<file path="config.mk">
export PLATFORM = sky130hd
export DESIGN_NAME = ucr_regs
export DESIGN_NICKNAME = d
export VERILOG_FILES = /design/src/ucr_pkg.sv /design/src/host_req_if.sv /design/src/host_port.sv /design/src/ucr_regs.sv
export SDC_FILE = /design/constraint.sdc
export NUM_CORES = 1
export LEC_CHECK = 0
export BUFFER_PORTS_ARGS = -buffer_cell sky130_fd_sc_hd__buf_2
export CAP_MARGIN = 20
export CORE_ASPECT_RATIO = 1.5
export CORE_MARGIN = 10
export CORE_UTILIZATION = 45
export CTS_CLUSTER_SIZE = 24
export DETAILED_ROUTE_END_ITERATION = 12
export GPL_TIMING_DRIVEN = 0
export PLACE_DENSITY = 0.76
export SLEW_MARGIN = 0
export SYNTH_ARGS = -nofsm -noshare
export SYNTH_HDL_FRONTEND = slang
export SYNTH_HIERARCHICAL = 1
export SYNTH_SLANG_ARGS = --single-unit
</file>
<file path="constraint.sdc">
create_clock -name clk -period 3.1 [get_ports clk]
set_input_delay 0.31 -clock clk [delete_from_list [all_inputs] [get_ports clk]]
set_output_delay 0.31 -clock clk [all_outputs]
set_load 0.005 [all_outputs]
</file>
<file path="src/ucr_pkg.sv">
// Constants and types shared by the universal control register block
// What this block does
// Framing bypass bit skips MPEG sync search
// Host keeps factory fields at fixed values
// Two-bit field selects error correction standard
// Test bypass routes data around the demodulator
// Receive load strobes push M/N to synthesizer
// Transmit load strobes push M/N to synthesizer
// Start bit launches an acquisition attempt
// Failure declared when attempts reach retry limit
// Acquisition restarts after a declared failure
// Host sets demodulator enable before start
// Two-bit field selects 16/64/256 point constellation
// FIFO reset bit clears the output FIFO
// Receive bypass bit bypasses receive synthesizer
// Transmit bypass bit bypasses transmit synthesizer
// M and N registers hold synthesizer divider values
// Slip request shifts frame sync one symbol
// Host writes slip request back to zero
// Slip requests ignored unless feedback enabled
// Demodulator space has six control/monitor sub-groups
// Sub-group B spans 0F-1B and 46-52
// Bank select location decoded in every bank
// Registers reachable by parallel or serial port
// Strobe bits are single-cycle pulses, never stored
// Write-only and unused bits read as zero
package ucr_pkg;
  // Register offsets inside bank 0
  localparam logic [7:0] ADDR_UNIV_LO = 8'hF0;
  localparam logic [7:0] ADDR_TEST    = 8'hF1;
  localparam logic [7:0] ADDR_FIFO    = 8'hF3;
  localparam logic [7:0] ADDR_FRAME   = 8'hF4;
  localparam logic [7:0] ADDR_BYPASS  = 8'hF5;
  localparam logic [7:0] ADDR_RX_M    = 8'hF6;
  localparam logic [7:0] ADDR_RX_N    = 8'hF7;
  localparam logic [7:0] ADDR_TX_M    = 8'hF8;
  localparam logic [7:0] ADDR_TX_N    = 8'hF9;
  localparam logic [7:0] ADDR_STROBE  = 8'hFC;
  localparam logic [7:0] ADDR_RETRY   = 8'hFD;
  localparam logic [7:0] ADDR_MODE    = 8'hFE;
  localparam logic [7:0] ADDR_BANK    = 8'hFF;
  // Field positions
  localparam int TEST_BYP_BIT  = 3;
  localparam int FIFO_RST_BIT  = 5;
  localparam int FRAME_BYP_BIT = 5;
  localparam int FB_EN_BIT     = 4;
  localparam int RX_BYP_BIT    = 1;
  localparam int TX_BYP_BIT    = 0;
  localparam int SLIP_BIT      = 7;
  localparam int LD_RX_M_BIT   = 4;
  localparam int LD_RX_N_BIT   = 3;
  localparam int LD_TX_M_BIT   = 2;
  localparam int LD_TX_N_BIT   = 1;
  localparam int START_BIT     = 0;
  localparam int DEMOD_EN_BIT  = 4;
  localparam int CONST_LSB     = 2;
  localparam int ECS_LSB       = 0;
  // Load strobe vector positions on the output port
  localparam int LDV_RX_M = 3;
  localparam int LDV_RX_N = 2;
  localparam int LDV_TX_M = 1;
  localparam int LDV_TX_N = 0;
  // Field codes
  localparam logic [1:0] ECS_ANNEX_A  = 2'h0;
  localparam logic [1:0] ECS_ANNEX_B  = 2'h1;
  localparam logic [1:0] ECS_VENDOR   = 2'h2;
  localparam logic [1:0] CONST_16     = 2'h0;
  localparam logic [1:0] CONST_64     = 2'h1;
  localparam logic [1:0] CONST_256    = 2'h2;
  localparam logic [1:0] BANK_UNIV    = 2'h0;
  // Values after reset
  localparam logic [7:0] RST_RETRY    = 8'h04;
  localparam logic [1:0] RST_FACT_F5  = 2'h2;
  // Sub-group upper bounds: control ranges then monitoring ranges
  localparam logic [7:0] SG_A_RW_HI = 8'h0E;
  localparam logic [7:0] SG_B_RW_HI = 8'h1B;
  localparam logic [7:0] SG_C_RW_HI = 8'h20;
  localparam logic [7:0] SG_D_RW_HI = 8'h24;
  localparam logic [7:0] SG_E_RW_HI = 8'h26;
  localparam logic [7:0] SG_F_RW_HI = 8'h3F;
  localparam logic [7:0] SG_A_RO_HI = 8'h45;
  localparam logic [7:0] SG_B_RO_HI = 8'h52;
  localparam logic [7:0] SG_C_RO_HI = 8'h5B;
  localparam logic [7:0] SG_D_RO_HI = 8'h5F;
  localparam logic [7:0] SG_F_RO_HI = 8'h6A;
  localparam logic [7:0] SG_D2_RO_HI = 8'h9A;
  localparam logic [7:0] SG_E_RO_HI = 8'hB2;
  localparam logic [2:0] SG_A = 3'h0;
  localparam logic [2:0] SG_B = 3'h1;
  localparam logic [2:0] SG_C = 3'h2;
  localparam logic [2:0] SG_D = 3'h3;
  localparam logic [2:0] SG_E = 3'h4;
  localparam logic [2:0] SG_F = 3'h5;
  localparam logic [2:0] SG_NONE = 3'h7;
  // Serial frame: read flag, address, optional data
  localparam logic [4:0] SER_HDR_BITS = 5'h09;
  localparam logic [4:0] SER_WR_BITS  = 5'h11;
  typedef enum logic {ACQ_IDLE, ACQ_RUN} acq_t;
endpackage

</file>
<file path="src/host_req_if.sv">
// Interface carrying host register requests and read answers
`timescale 1ns/1ps
interface host_req_if;
  logic       req;    // One-cycle request pulse
  logic       wr;     // High for write, low for read
  logic [7:0] addr;   // Register offset
  logic [7:0] wdata;  // Write data
  logic [7:0] rdata;  // Read answer
  logic       rvalid; // Read answer pulse
  modport port (output req, wr, addr, wdata, input rdata, rvalid);
  modport regs (input req, wr, addr, wdata, output rdata, rvalid);
endinterface

</file>
<file path="src/host_port.sv">
// Parallel and serial microcontroller port front end
`timescale 1ns/1ps
module host_port (
  input  wire logic       clk,
  input  wire logic       rst,
  input  wire logic [7:0] parAddr,
  input  wire logic [7:0] parData,
  input  wire logic       parWrN,
  input  wire logic       parRdN,
  input  wire logic       serClk,
  input  wire logic       serCsN,
  input  wire logic       serDin,
  output logic      [7:0] parRdData,
  output logic            serDout,
  host_req_if.port        bus
);
  import ucr_pkg::*;

  // Pin bits: 0 wrN, 1 rdN, 2 sclk, 3 csN, 4 sdi
  typedef struct packed {
    logic [4:0]  s1, s2, s3, lvl; // Three-stage pin synchroniser
    logic [15:0] p1, p2, p3;      // Parallel address/data synchroniser
    logic        req, wr;
    logic [7:0]  addr, wdata;
    logic [16:0] shift;           // Serial input shifter
    logic [4:0]  cnt;             // Serial bits taken this frame
    logic        rdPar, rdSer;    // Which port waits for an answer
    logic [7:0]  parOut, serOut;
    logic        sdo;
  } hp_t;

  hp_t        q, n;
  logic [4:0] agree, rise, fall;
  logic [16:0] sh;

  // Next state of the whole front end
  always_comb begin
    n = q;
    n.req = 1'b0;
    n.s1 = {serDin, serCsN, serClk, parRdN, parWrN};
    n.s2 = q.s1;
    n.s3 = q.s2;
    n.p1 = {parAddr, parData};
    n.p2 = q.p1;
    n.p3 = q.p2;
    // A level change counts only once stages two and three agree
    agree = ~(q.s2 ^ q.s3);
    n.lvl = (agree & q.s3) | (~agree & q.lvl);
    rise = ~q.lvl & n.lvl;
    fall = q.lvl & ~n.lvl;
    sh = {q.shift[15:0], n.lvl[4]};
    if (fall[0]) begin
      n.req = 1'b1;
      n.wr = 1'b1;
      n.addr = q.p3[15:8];
      n.wdata = q.p3[7:0];
    end else if (fall[1]) begin
      n.req = 1'b1;
      n.wr = 1'b0;
      n.addr = q.p3[15:8];
      n.rdPar = 1'b1;
    end
    // Serial frame, bits taken on rising clock while selected
    if (n.lvl[3]) begin
      n.cnt = '0;
    end else if (rise[2] && !fall[0] && !fall[1]) begin
      n.shift = sh;
      n.cnt = q.cnt + 5'h01;
      if (n.cnt == SER_HDR_BITS && sh[8]) begin
        n.req = 1'b1;
        n.wr = 1'b0;
        n.addr = sh[7:0];
        n.rdSer = 1'b1;
      end else if (n.cnt == SER_WR_BITS && !sh[16]) begin
        n.req = 1'b1;
        n.wr = 1'b1;
        n.addr = sh[15:8];
        n.wdata = sh[7:0];
      end
    end
    // Read data leaves MSB first on falling serial clock
    if (fall[2] && !n.lvl[3]) begin
      n.sdo = q.serOut[7];
      n.serOut = {q.serOut[6:0], 1'b0};
    end
    if (bus.rvalid) begin
      if (q.rdPar) n.parOut = bus.rdata;
      if (q.rdSer) n.serOut = bus.rdata;
      n.rdPar = 1'b0;
      n.rdSer = 1'b0;
    end
  end

  // Strobe, clock and select pins idle high after reset so no false strobe is seen
  always_ff @(posedge clk) begin
    if (rst) begin
      q <= '0;
      q.s1 <= 5'h0F;
      q.s2 <= 5'h0F;
      q.s3 <= 5'h0F;
      q.lvl <= 5'h0F;
    end else begin
      q <= n;
    end
  end

  assign bus.req   = q.req;
  assign bus.wr    = q.wr;
  assign bus.addr  = q.addr;
  assign bus.wdata = q.wdata;
  assign parRdData = q.parOut;
  assign serDout   = q.sdo;
endmodule

</file>
<file path="src/ucr_regs.sv">
// Universal control registers, acquisition retry engine, bank decode
`timescale 1ns/1ps
module ucr_regs (
  input  wire logic       clk,
  input  wire logic       rst,
  input  wire logic [7:0] parAddr,
  input  wire logic [7:0] parData,
  input  wire logic       parWrN,
  input  wire logic       parRdN,
  input  wire logic       serClk,
  input  wire logic       serCsN,
  input  wire logic       serDin,
  output logic      [7:0] parRdData,
  output logic            serDout,
  output logic            mpegFramingBypass,
  output logic      [1:0] errorCodeSelect,
  output logic            demodTestBypass,
  output logic            rxSynthBypass,
  output logic            txSynthBypass,
  output logic      [7:0] rxSynthM,
  output logic      [7:0] rxSynthN,
  output logic      [7:0] txSynthM,
  output logic      [7:0] txSynthN,
  output logic      [3:0] synthLoad,
  output logic            outputFifoReset,
  output logic            decoderFeedbackEnable,
  output logic            frameSlip,
  output logic            demodEnable,
  output logic      [1:0] constellationSelect,
  input  wire logic       acqAttemptEnd,
  input  wire logic       acqLocked,
  output logic            acqLaunch,
  output logic            acqFail,
  output logic            acqBusy,
  output logic      [7:0] acqTryCount,
  output logic      [1:0] bankSel,
  output logic            extWe,
  output logic            extRe,
  output logic      [7:0] extAddr,
  output logic      [7:0] extWrData,
  output logic      [2:0] subGroup,
  output logic            subMonitor,
  input  wire logic [7:0] extRdData
);
  import ucr_pkg::*;

  // All state of the block in one record
  typedef struct packed {
    acq_t       acq;        // Acquisition engine state
    logic       busy;       // Registered copy of running state
    logic [7:0] tries;      // Attempts in the current round
    logic       testByp;
    logic [2:0] factF1;     // Factory bits, kept for read-back
    logic       frameByp;
    logic       fbEn;
    logic [3:0] factF4;
    logic [1:0] factF5;
    logic       rxByp, txByp;
    logic [7:0] rxM, rxN, txM, txN;             // Stored dividers
    logic [7:0] rxMOut, rxNOut, txMOut, txNOut; // Synthesizer copies
    logic [3:0] load;
    logic       fifoRst, slip;
    logic [7:0] retry;
    logic       demodEn;
    logic [1:0] constSel, ecs, bank;
    logic       launch, fail;
    logic       extWe, extRe;
    logic [7:0] extAddr, extWd;
    logic [2:0] sg;
    logic       mon;
    logic       rdPend, rdExt;
    logic [7:0] rdLocal, rdata;
    logic       rvalid;
  } st_t;

  st_t        q, n;
  logic       isLocal;   // Request lands in this block
  logic       startHit;  // Start bit written this cycle
  logic [7:0] localRd;   // Read-back of the addressed register
  logic [3:0] sgDec;     // {monitor, sub-group} of the address

  host_req_if hb ();

  host_port u_port (
    .clk       (clk),
    .rst       (rst),
    .parAddr   (parAddr),
    .parData   (parData),
    .parWrN    (parWrN),
    .parRdN    (parRdN),
    .serClk    (serClk),
    .serCsN    (serCsN),
    .serDin    (serDin),
    .parRdData (parRdData),
    .serDout   (serDout),
    .bus       (hb.port)
  );

  // Map a demodulator offset to its sub-group and set
  function automatic logic [3:0] subgroup_of(input logic [7:0] a);
    logic [3:0] r;
    r = {1'b0, SG_NONE};
    if (a <= SG_A_RW_HI)       r = {1'b0, SG_A};
    else if (a <= SG_B_RW_HI)  r = {1'b0, SG_B};
    else if (a <= SG_C_RW_HI)  r = {1'b0, SG_C};
    else if (a <= SG_D_RW_HI)  r = {1'b0, SG_D};
    else if (a <= SG_E_RW_HI)  r = {1'b0, SG_E};
    else if (a <= SG_F_RW_HI)  r = {1'b0, SG_F};
    else if (a <= SG_A_RO_HI)  r = {1'b1, SG_A};
    else if (a <= SG_B_RO_HI)  r = {1'b1, SG_B};
    else if (a <= SG_C_RO_HI)  r = {1'b1, SG_C};
    else if (a <= SG_D_RO_HI)  r = {1'b1, SG_D};
    else if (a <= SG_F_RO_HI)  r = {1'b1, SG_F};
    else if (a <= SG_D2_RO_HI) r = {1'b1, SG_D};
    else if (a <= SG_E_RO_HI)  r = {1'b1, SG_E};
    return r;
  endfunction

  // Address decode and read-back mux
  always_comb begin
    // Bank select answers in every bank
    isLocal = (hb.addr == ADDR_BANK) ||
              (q.bank == BANK_UNIV && hb.addr >= ADDR_UNIV_LO);
    sgDec = (q.bank == BANK_UNIV) ? subgroup_of(hb.addr)
                                  : {1'b0, SG_NONE};
    startHit = hb.req && hb.wr && isLocal && hb.addr == ADDR_STROBE &&
               hb.wdata[START_BIT];
    // Write-only and unused bits read zero, so read-modify-write
    // never fires a strobe by accident
    localRd = 8'h00;
    if (hb.addr == ADDR_BANK) begin
      localRd = {6'h00, q.bank};
    end else if (hb.addr == ADDR_TEST) begin
      localRd = {4'h0, q.testByp, q.factF1};
    end else if (hb.addr == ADDR_FRAME) begin
      localRd = {3'h0, q.fbEn, q.factF4};
    end else if (hb.addr == ADDR_BYPASS) begin
      localRd = {4'h0, q.factF5, q.rxByp, q.txByp};
    end else if (hb.addr == ADDR_RX_M) begin
      localRd = q.rxM;
    end else if (hb.addr == ADDR_RX_N) begin
      localRd = q.rxN;
    end else if (hb.addr == ADDR_TX_M) begin
      localRd = q.txM;
    end else if (hb.addr == ADDR_TX_N) begin
      localRd = q.txN;
    end else if (hb.addr == ADDR_RETRY) begin
      localRd = q.retry;
    end else if (hb.addr == ADDR_MODE) begin
      localRd = {3'h0, q.demodEn, q.constSel, q.ecs};
    end
  end

  // Next state: register writes, forwarding, acquisition engine
  always_comb begin
    n = q;
    // Strobes live for one cycle only
    n.load = 4'h0;
    n.fifoRst = 1'b0;
    n.slip = 1'b0;
    n.launch = 1'b0;
    n.fail = 1'b0;
    n.extWe = 1'b0;
    n.extRe = 1'b0;
    n.rdPend = 1'b0;
    n.rvalid = 1'b0;
    if (hb.req && isLocal) begin
      if (!hb.wr) begin
        n.rdPend = 1'b1;
        n.rdExt = 1'b0;
        n.rdLocal = localRd;
      end else if (hb.addr == ADDR_BANK) begin
        n.bank = hb.wdata[1:0];
      end else if (hb.addr == ADDR_TEST) begin
        n.testByp = hb.wdata[TEST_BYP_BIT];
        n.factF1 = hb.wdata[2:0];
      end else if (hb.addr == ADDR_FIFO) begin
        n.fifoRst = hb.wdata[FIFO_RST_BIT];
      end else if (hb.addr == ADDR_FRAME) begin
        n.frameByp = hb.wdata[FRAME_BYP_BIT];
        n.fbEn = hb.wdata[FB_EN_BIT];
        n.factF4 = hb.wdata[3:0];
      end else if (hb.addr == ADDR_BYPASS) begin
        n.rxByp = hb.wdata[RX_BYP_BIT];
        n.txByp = hb.wdata[TX_BYP_BIT];
        n.factF5 = hb.wdata[3:2];
      end else if (hb.addr == ADDR_RX_M) begin
        n.rxM = hb.wdata;
      end else if (hb.addr == ADDR_RX_N) begin
        n.rxN = hb.wdata;
      end else if (hb.addr == ADDR_TX_M) begin
        n.txM = hb.wdata;
      end else if (hb.addr == ADDR_TX_N) begin
        n.txN = hb.wdata;
      end else if (hb.addr == ADDR_STROBE) begin
        // Loads copy stored dividers into the synthesizers
        if (hb.wdata[LD_RX_M_BIT]) n.rxMOut = q.rxM;
        if (hb.wdata[LD_RX_N_BIT]) n.rxNOut = q.rxN;
        if (hb.wdata[LD_TX_M_BIT]) n.txMOut = q.txM;
        if (hb.wdata[LD_TX_N_BIT]) n.txNOut = q.txN;
        n.load = {hb.wdata[LD_RX_M_BIT], hb.wdata[LD_RX_N_BIT],
                  hb.wdata[LD_TX_M_BIT], hb.wdata[LD_TX_N_BIT]};
        // Slip only honoured with decoder feedback enabled
        n.slip = hb.wdata[SLIP_BIT] && q.fbEn;
      end else if (hb.addr == ADDR_RETRY) begin
        n.retry = hb.wdata;
      end else if (hb.addr == ADDR_MODE) begin
        n.demodEn = hb.wdata[DEMOD_EN_BIT];
        n.constSel = hb.wdata[CONST_LSB +: 2];
        n.ecs = hb.wdata[ECS_LSB +: 2];
      end
    end else if (hb.req) begin
      // Everything else goes to the demodulator and other banks
      n.extWe = hb.wr;
      n.extRe = !hb.wr;
      n.extAddr = hb.addr;
      n.extWd = hb.wdata;
      n.sg = sgDec[2:0];
      n.mon = sgDec[3];
      if (!hb.wr) begin
        n.rdPend = 1'b1;
        n.rdExt = 1'b1;
      end
    end
    // External answer must be valid while extRe is high
    if (q.rdPend) begin
      n.rvalid = 1'b1;
      n.rdata = q.rdExt ? extRdData : q.rdLocal;
    end
    // Acquisition engine; start is ignored while disabled
    case (q.acq)
      ACQ_IDLE: begin
        if (startHit && q.demodEn) begin
          n.acq = ACQ_RUN;
          n.tries = 8'h00;
          n.launch = 1'b1;
        end
      end
      ACQ_RUN: begin
        if (!q.demodEn || acqLocked) begin
          n.acq = ACQ_IDLE;
        end else if (startHit) begin
          n.tries = 8'h00;
          n.launch = 1'b1;
        end else if (acqAttemptEnd) begin
          n.launch = 1'b1;
          if (q.tries + 8'h01 >= q.retry) begin
            n.fail = 1'b1;
            n.tries = 8'h00;
          end else begin
            n.tries = q.tries + 8'h01;
          end
        end
      end
      default: n.acq = ACQ_IDLE;
    endcase
    n.busy = (n.acq == ACQ_RUN);
  end

  // State register
  always_ff @(posedge clk) begin
    if (rst) begin
      q <= '0;
      q.acq <= ACQ_IDLE;
      q.retry <= RST_RETRY;
      q.factF5 <= RST_FACT_F5;
    end else begin
      q <= n;
    end
  end

  assign hb.rdata = q.rdata;
  assign hb.rvalid = q.rvalid;
  assign mpegFramingBypass = q.frameByp;
  assign errorCodeSelect = q.ecs;
  assign demodTestBypass = q.testByp;
  assign rxSynthBypass = q.rxByp;
  assign txSynthBypass = q.txByp;
  assign rxSynthM = q.rxMOut;
  assign rxSynthN = q.rxNOut;
  assign txSynthM = q.txMOut;
  assign txSynthN = q.txNOut;
  assign synthLoad = q.load;
  assign outputFifoReset = q.fifoRst;
  assign decoderFeedbackEnable = q.fbEn;
  assign frameSlip = q.slip;
  assign demodEnable = q.demodEn;
  assign constellationSelect = q.constSel;
  assign acqLaunch = q.launch;
  assign acqFail = q.fail;
  assign acqBusy = q.busy;
  assign acqTryCount = q.tries;
  assign bankSel = q.bank;
  assign extWe = q.extWe;
  assign extRe = q.extRe;
  assign extAddr = q.extAddr;
  assign extWrData = q.extWd;
  assign subGroup = q.sg;
  assign subMonitor = q.mon;
endmodule

</file>
== Word-level counts from Yosys, hierarchy flattened ==
Cells that the tools add are included.

* Add/subtract/negate cells: 2
* $lt $le $gt $ge: 15
* Equal/unequal tests: 17
* Multiplexer cells: 56
* Bitwise gates (word level): 28
* Reductions and logical operators: 51

{| class="wikitable"
|+ Operator list
! kind !! number
|-
| $mux 8 || 19
|-
| $eq 8x8->1 const B || 12
|-
| $reduce_and 13->1 || 5
|-
| $mux 4 || 14
|-
| $le 8x7->1 const B || 5
|-
| $mux 10 || 4
|-
| $mux 40 || 1
|-
| $mux 35 || 1
|-
| $le 8x6->1 const B || 4
|-
| $mux 18 || 1
|-
| $not 1->1 || 18
|-
| $le 8x8->1 const B || 2
|-
| $pmux 8 s2 || 1
|-
| $reduce_and 14->1 || 1
|-
| $logic_and 1x1->1 || 13
|-
| $reduce_or 13->1 || 1
|-
| $reduce_and 2->1 || 6
|-
| $reduce_and 11->1 || 1
|-
| $and 5x5->5 || 2
|-
| $mux 2 || 5
|-
| $not 5->5 || 2
|-
| $reduce_and 10->1 || 1
|-
| $mux 9 || 1
|-
| $reduce_and 3->1 || 3
|-
| other kinds (30) || 46
|}

* Register bits: 278
* Input bits: 33
* Output and inout bits: 92
* Logic and storage cells: 226

== Longest topological paths before layout ==
* Depth in word-level cells: 15
* Mapped depth: 9
* Depth with buffers taken out: 9

== Hierarchy ==
The synthesis kept the hierarchy.

{| class="wikitable"
|+ Modules (own cells, without submodules)
! module !! times used !! cells each !! area each (sq um) !! sequential area each (sq um)
|-
| ucr_regs || 1 || 853 || 7,468.4 || 3,022.9
|-
| host_port || 1 || 482 || 4,744.6 || 2,522.4
|}

== Worst setup path before layout ==
Ideal clock, no wire load.

* Path type: flip-flop to flip-flop
* From: register q, in the netlist acqTryCount[0]
* To: register q, in the netlist acqTryCount[4]
* Library setup time: 0.079 ns
* Arrival: 2.218 ns
* Data required time: 3.021 ns
* Slack: 0.803 ns
* Stages on the path, launching flop included: 10
* Buffers on the path: 0
* Clock period less this slack: 2.297 ns
* Cells stage by stage: dfxtp_1 -> ha_1 -> nand3_1 -> xnor2_1 -> ha_1 -> a21o_1 -> a2111oi_0 -> o21a_1 -> o21ai_1 -> o211ai_1

* Word-level cells in the longest chain between the ends: 7

{| class="wikitable"
|+ RTL lines
! what !! line !! text
|-
| from (decl) || ucr_regs.sv:76 || <nowiki>st_t q, n;</nowiki>
|-
| from (signal assigned) || ucr_regs.sv:268 || <nowiki>q <= n;</nowiki>
|-
| $add 8x1->8 * || ucr_regs.sv:247, ucr_regs.sv:251 ||
|-
| $ge 8x8->1 || ucr_regs.sv:247 || <nowiki>if (q.tries + 8'h01 >= q.retry) begin</nowiki>
|-
| $mux 8 * || ucr_regs.sv:247 ||
|-
| $mux 8 * || ucr_regs.sv:245 || <nowiki>end else if (acqAttemptEnd) begin</nowiki>
|-
| $mux 8 * || ucr_regs.sv:242 || <nowiki>end else if (startHit) begin</nowiki>
|-
| $mux 8 * || ucr_regs.sv:240 || <nowiki>if (!q.demodEn || acqLocked) begin</nowiki>
|-
| $pmux 8 s2 * || ucr_regs.sv:231 || <nowiki>case (q.acq)</nowiki>
|}

Mark *: on every way between the ends. The rest lies on a longest branch, timed or not. The select of a mux whose other input is x is not followed.
A chain may end at the register's enable or synchronous reset.

== Worst setup path after layout ==
* From: register u_port.q, in the netlist u_port/bus.addr[3]
* To: register q[10] (netlist name)

* Word-level cells in the longest chain between the ends: 11
* Elaborated cells on any way between the ends: 25
* Those cells by class: order compare (1); eq/ne (10); mux (10); reduce/logical (4)

{| class="wikitable"
|+ RTL lines
! what !! line !! text
|-
| from (decl) || host_port.sv:32 || <nowiki>hp_t q, n;</nowiki>
|-
| from (signal assigned) || host_port.sv:103 || <nowiki>q <= n;</nowiki>
|-
| $eq 8x8->1 || ucr_regs.sv:149 || <nowiki>end else if (hb.addr == ADDR_MODE) begin</nowiki>
|-
| $mux 5 || ucr_regs.sv:149 ||
|-
| $mux 8 || ucr_regs.sv:147 || <nowiki>end else if (hb.addr == ADDR_RETRY) begin</nowiki>
|-
| $mux 8 || ucr_regs.sv:145 || <nowiki>end else if (hb.addr == ADDR_TX_N) begin</nowiki>
|-
| $mux 8 || ucr_regs.sv:143 || <nowiki>end else if (hb.addr == ADDR_TX_M) begin</nowiki>
|-
| $mux 8 || ucr_regs.sv:141 || <nowiki>end else if (hb.addr == ADDR_RX_N) begin</nowiki>
|-
| $mux 8 || ucr_regs.sv:139 || <nowiki>end else if (hb.addr == ADDR_RX_M) begin</nowiki>
|-
| $mux 8 || ucr_regs.sv:137 || <nowiki>end else if (hb.addr == ADDR_BYPASS) begin</nowiki>
|-
| $mux 8 || ucr_regs.sv:135 || <nowiki>end else if (hb.addr == ADDR_FRAME) begin</nowiki>
|-
| $mux 8 || ucr_regs.sv:133 || <nowiki>end else if (hb.addr == ADDR_TEST) begin</nowiki>
|-
| $mux 8 || ucr_regs.sv:131 || <nowiki>if (hb.addr == ADDR_BANK) begin</nowiki>
|}

Several ways; a longest one is shown, not always the timed one.

==> flow_results.org <==
** Global routing
- The first global-routing pass estimated 52,180 um of wire.
- Summed over all layers, the global routing overflow is 0.
- Largest net degree at the start of global routing :: 15
- The via count of the first global-routing pass was 9,690.
- All-layer global routing usage :: 0.1863
- Antenna violations before repair :: 0

** Floorplanning
- During I/O placement, the number of pins put on the boundary was 125.
- Die Height :: 221.8 um
- For this configuration, the core starts out at a cell density of 0.4579.
- Area of the core :: 26,670 um^2
- The die is 154.5 um wide.
- The die covers 34,260 um^2.
- Number of placement rows :: 73

** STA
- Setup slack closes at 124.0 ps.
- The final-report max-slew violation count was 0.
- Clock skew after layout :: 15.47 ps
- Final hold slack :: 132.5 ps
- Achievable frequency :: 336.0 MHz
- Of the available clock period, the critical path in the final layout requires 0.9600.
- Setup-violating endpoint count in the final report :: 0
- The worst pin sits at a relative slew slack of 0.3284.
- The routed design could run at a clock period as short as 2976 ps.
- The final count of hold timing violations came to 0.
- In the final timing run, aggregate negative setup slack is 0 ps.
- Setup repair after global routing left no endpoint under its margin.
- Measured slew at the worst slew-check pin :: 1007 ps

** Clock network
- Clock H-tree levels :: 1
- Clock network latency to the later pin of the worst-skew pair :: 540 ps
- Clock tree synthesis found a total of 277 sinks.
- Hold buffer count at cts :: 22
- Root cell of the clock tree :: clkbuf_16
- Buffers added to address setup during post-CTS repair amount to 0.
- After clock tree synthesis, the clock-pin slew on the worst setup and hold paths is 60 ps.
- Clock tree from TritonCTS :: done
- TritonCTS created 26 clock buffers.
- The number of gates resized after CTS was 0.
- The longest clock path from root to sink contains 3 buffers.

** Drt
- Via count :: 9,868
- For this run, the detailed router's first-pass iteration total came to 6.
- Residual DRC :: 0
- After the first detailed-routing iteration, the DRC count stood at 576.
- Drt via density :: 5.305
- The final layout contains routed wiring with a total length of 33,540 um.
- Dividing the detail-routed wire length by the instance count gives 18.03 um.
- Antenna-violating nets left :: 0

** Logic synthesis
- Count of flip-flops with a built-in enable after synthesis :: 0
- Of the post-synthesis cell area, the dominant cell type holds 0.4541.
- Sequential element share of the synthesized area :: 0.4541
- For this run, the leading register cell type out of synthesis is dfxtp_1.
- The synthesized design spends more area on one cell type than any other, namely dfxtp_1.
- In this run, distinct cell masters in the synthesized netlist total 86.
- Post-Synthesis Mean Instance Area :: 9.148 um^2
- Cell types occupying the most area after synthesis :: dfxtp_1 45%, mux2i_1 9.3%, buf_4 6.0%, nor2_1 4.5%, nand2_1 4.2%
- Most frequent cell after synthesis :: dfxtp_1
- Synthesized area :: 12,210 um^2
- Synthesis inferred 277 register bits.
- By count the netlist is led by 277 x dfxtp_1, 145 x nor2_1, 137 x nand2_1.
- During synthesis, Yosys emitted a total of 6 warnings.
- After technology mapping, the gate count stands at 1,335.
- Of all flip-flops after synthesis, the portion carrying an async set or reset was 0.
- Total nets after synthesis :: 1,379

** Finish
- The finished cells cover 14,360 um^2.
- Area overhead of the layout relative to synthesis :: 17.55%
- The net count of the finished layout is 1,552.
- Of the cells placed in the final design, the portion with a size suffix greater than 1 is 0.2298.
- N_diodes :: 0
- Counting the fill cells in the layout gives 2,444.

** Setup path
- At the worst endpoint, the required time is 3540 ps.
- Data on the critical path arrives at its endpoint at 3420 ps.
- The worst setup path is captured at a flip-flop.
- Setup CP Type :: flip-flop to flip-flop
- Along the worst path, the maximum fanout reaches 10.
- Critical Path Source Type :: flip-flop

** Power and ir drop
- For this design the ratio of total power to cell area is 492.1 nW/um^2.
- Overall power consumption after layout is estimated at 7065 uW.
- The worst-case IR drop observed on VDD is 432.9 uV.
- For this design the static power due to leakage is 0.006290 uW.

** Place
- The congestion estimate from routability-driven global placement came to 0.9636.
- Minimum setup slack after placement :: 366.4 ps
- Detailed-placement wirelength estimate :: 25,350 um
- Summing all placed instances gives a cell area of 13,250 um^2.
- Buffers placed on the I/O ports in this run total 123.

** Min path
- The path class of the tightest hold or removal check is input pin to flip-flop.

** Status
- Result of the run :: finished clean

** Job
- Across the run, the number of max-cap violations was 0.
kinds of logic after synthesis:
group,count (synthesis),share of synthesized area
xor+xnor,12,0.008606
simple gates,501,0.2091
buf+inv,198,0.09538
fa+ha+maj,12,0.01219
mux,123,0.1017
flops,277,0.4541
compound gates,212,0.1189
final cells by class:
class | count | area [um^2] | share of cell area
Clock inverter | 6 | 112.6 | 0.007844
Inverter | 18 | 67.56 | 0.004706
Buffer | 180 | 1097 | 0.07643
Tap cell | 337 | 421.7 | 0.02937
Sequential cell | 277 | 5545 | 0.3863
Timing Repair Buffer | 145 | 835.8 | 0.05822
Multi-Input combinational cell | 860 | 5503 | 0.3833
Clock buffer | 37 | 773.2 | 0.05386
sequential cells by signal (all words and copies together), names as in the netlist, 3 cells and up:
register / cells
q: 59
u_port/q: 57
u_port/n: 42
acqTryCount: 8
extAddr: 8
extWrData: 8
hb.rdata: 8
rxSynthM: 8
rxSynthN: 8
txSynthM: 8
txSynthN: 8
u_port/bus.addr: 8
u_port/bus.wdata: 8
u_port/parRdData: 8
synthLoad: 4
subGroup: 3
critical path, cell delays in order, from the launching register on:
cell	delay [ps]
dfxtp_1	330
buf_4	100
buf_2	170
buf_2	250
nand2_1	190
nor3_1	760
o311ai_0	540
o211a_1	290
a311oi_1	230
per-layer routing:
metal  GRT usage  share of wire
met2      0.3489           0.53
met5           0              0
met3     0.02873          0.050
met4      0.1121          0.062
met1      0.1865           0.36
per-stage QoR:
| step | util | cells |
|---|---|---|
| CTS | 0.5383 | 1860 |
| detailed placement | 0.4968 | 1795 |
| global route | 0.5383 | 1860 |
| finish | 0.5383 | 1860 |
| global placement | 0.4968 | 1795 |
| floorplan | - | 1335 |
cells in the final DEF (no fill, tap or decap), types with 9 or more instances in the layout:
cell type,Yosys,layout
nand2b_1,10,10
dfxtp_1,277,277
inv_1,18,18
buf_2,22,145
mux2i_1,114,114
ha_1,11,11
a211oi_1,16,16
nor2b_1,59,59
nand3_1,36,36
dlygate4sd3_1,0,22
o21ai_0,30,30
or2_2,14,14
o211ai_1,10,10
and3_1,12,12
buf_4,97,97
clkbuf_16,0,27
nor3_1,15,15
mux2_2,9,9
a21oi_1,68,68
nor2_1,145,145
clkbuf_1,55,59
nand2_1,137,137
report_power, final:
group | leakage (uW) | switching, uW | total (uW) | internal [uW]
logic | 0.00361 | 94.7 | 159 | 63.9
clock network | 0.000436 | 1330 | 3300 | 1970
registers | 0.00224 | 10.4 | 3600 | 3590
path summary, 6_finish.rpt:
check,cells after the start,to,start,slack (ps)
max,8,q[10],u_port/bus.addr[3],120
min,3,hb.rdata[7],extRdData[7],130
max reg2reg,8,q[10],u_port/bus.addr[3],120
min reg2reg,1,u_port/n[114],u_port/n[119],410
Note: power is estimated with default switching activity, not from simulation.
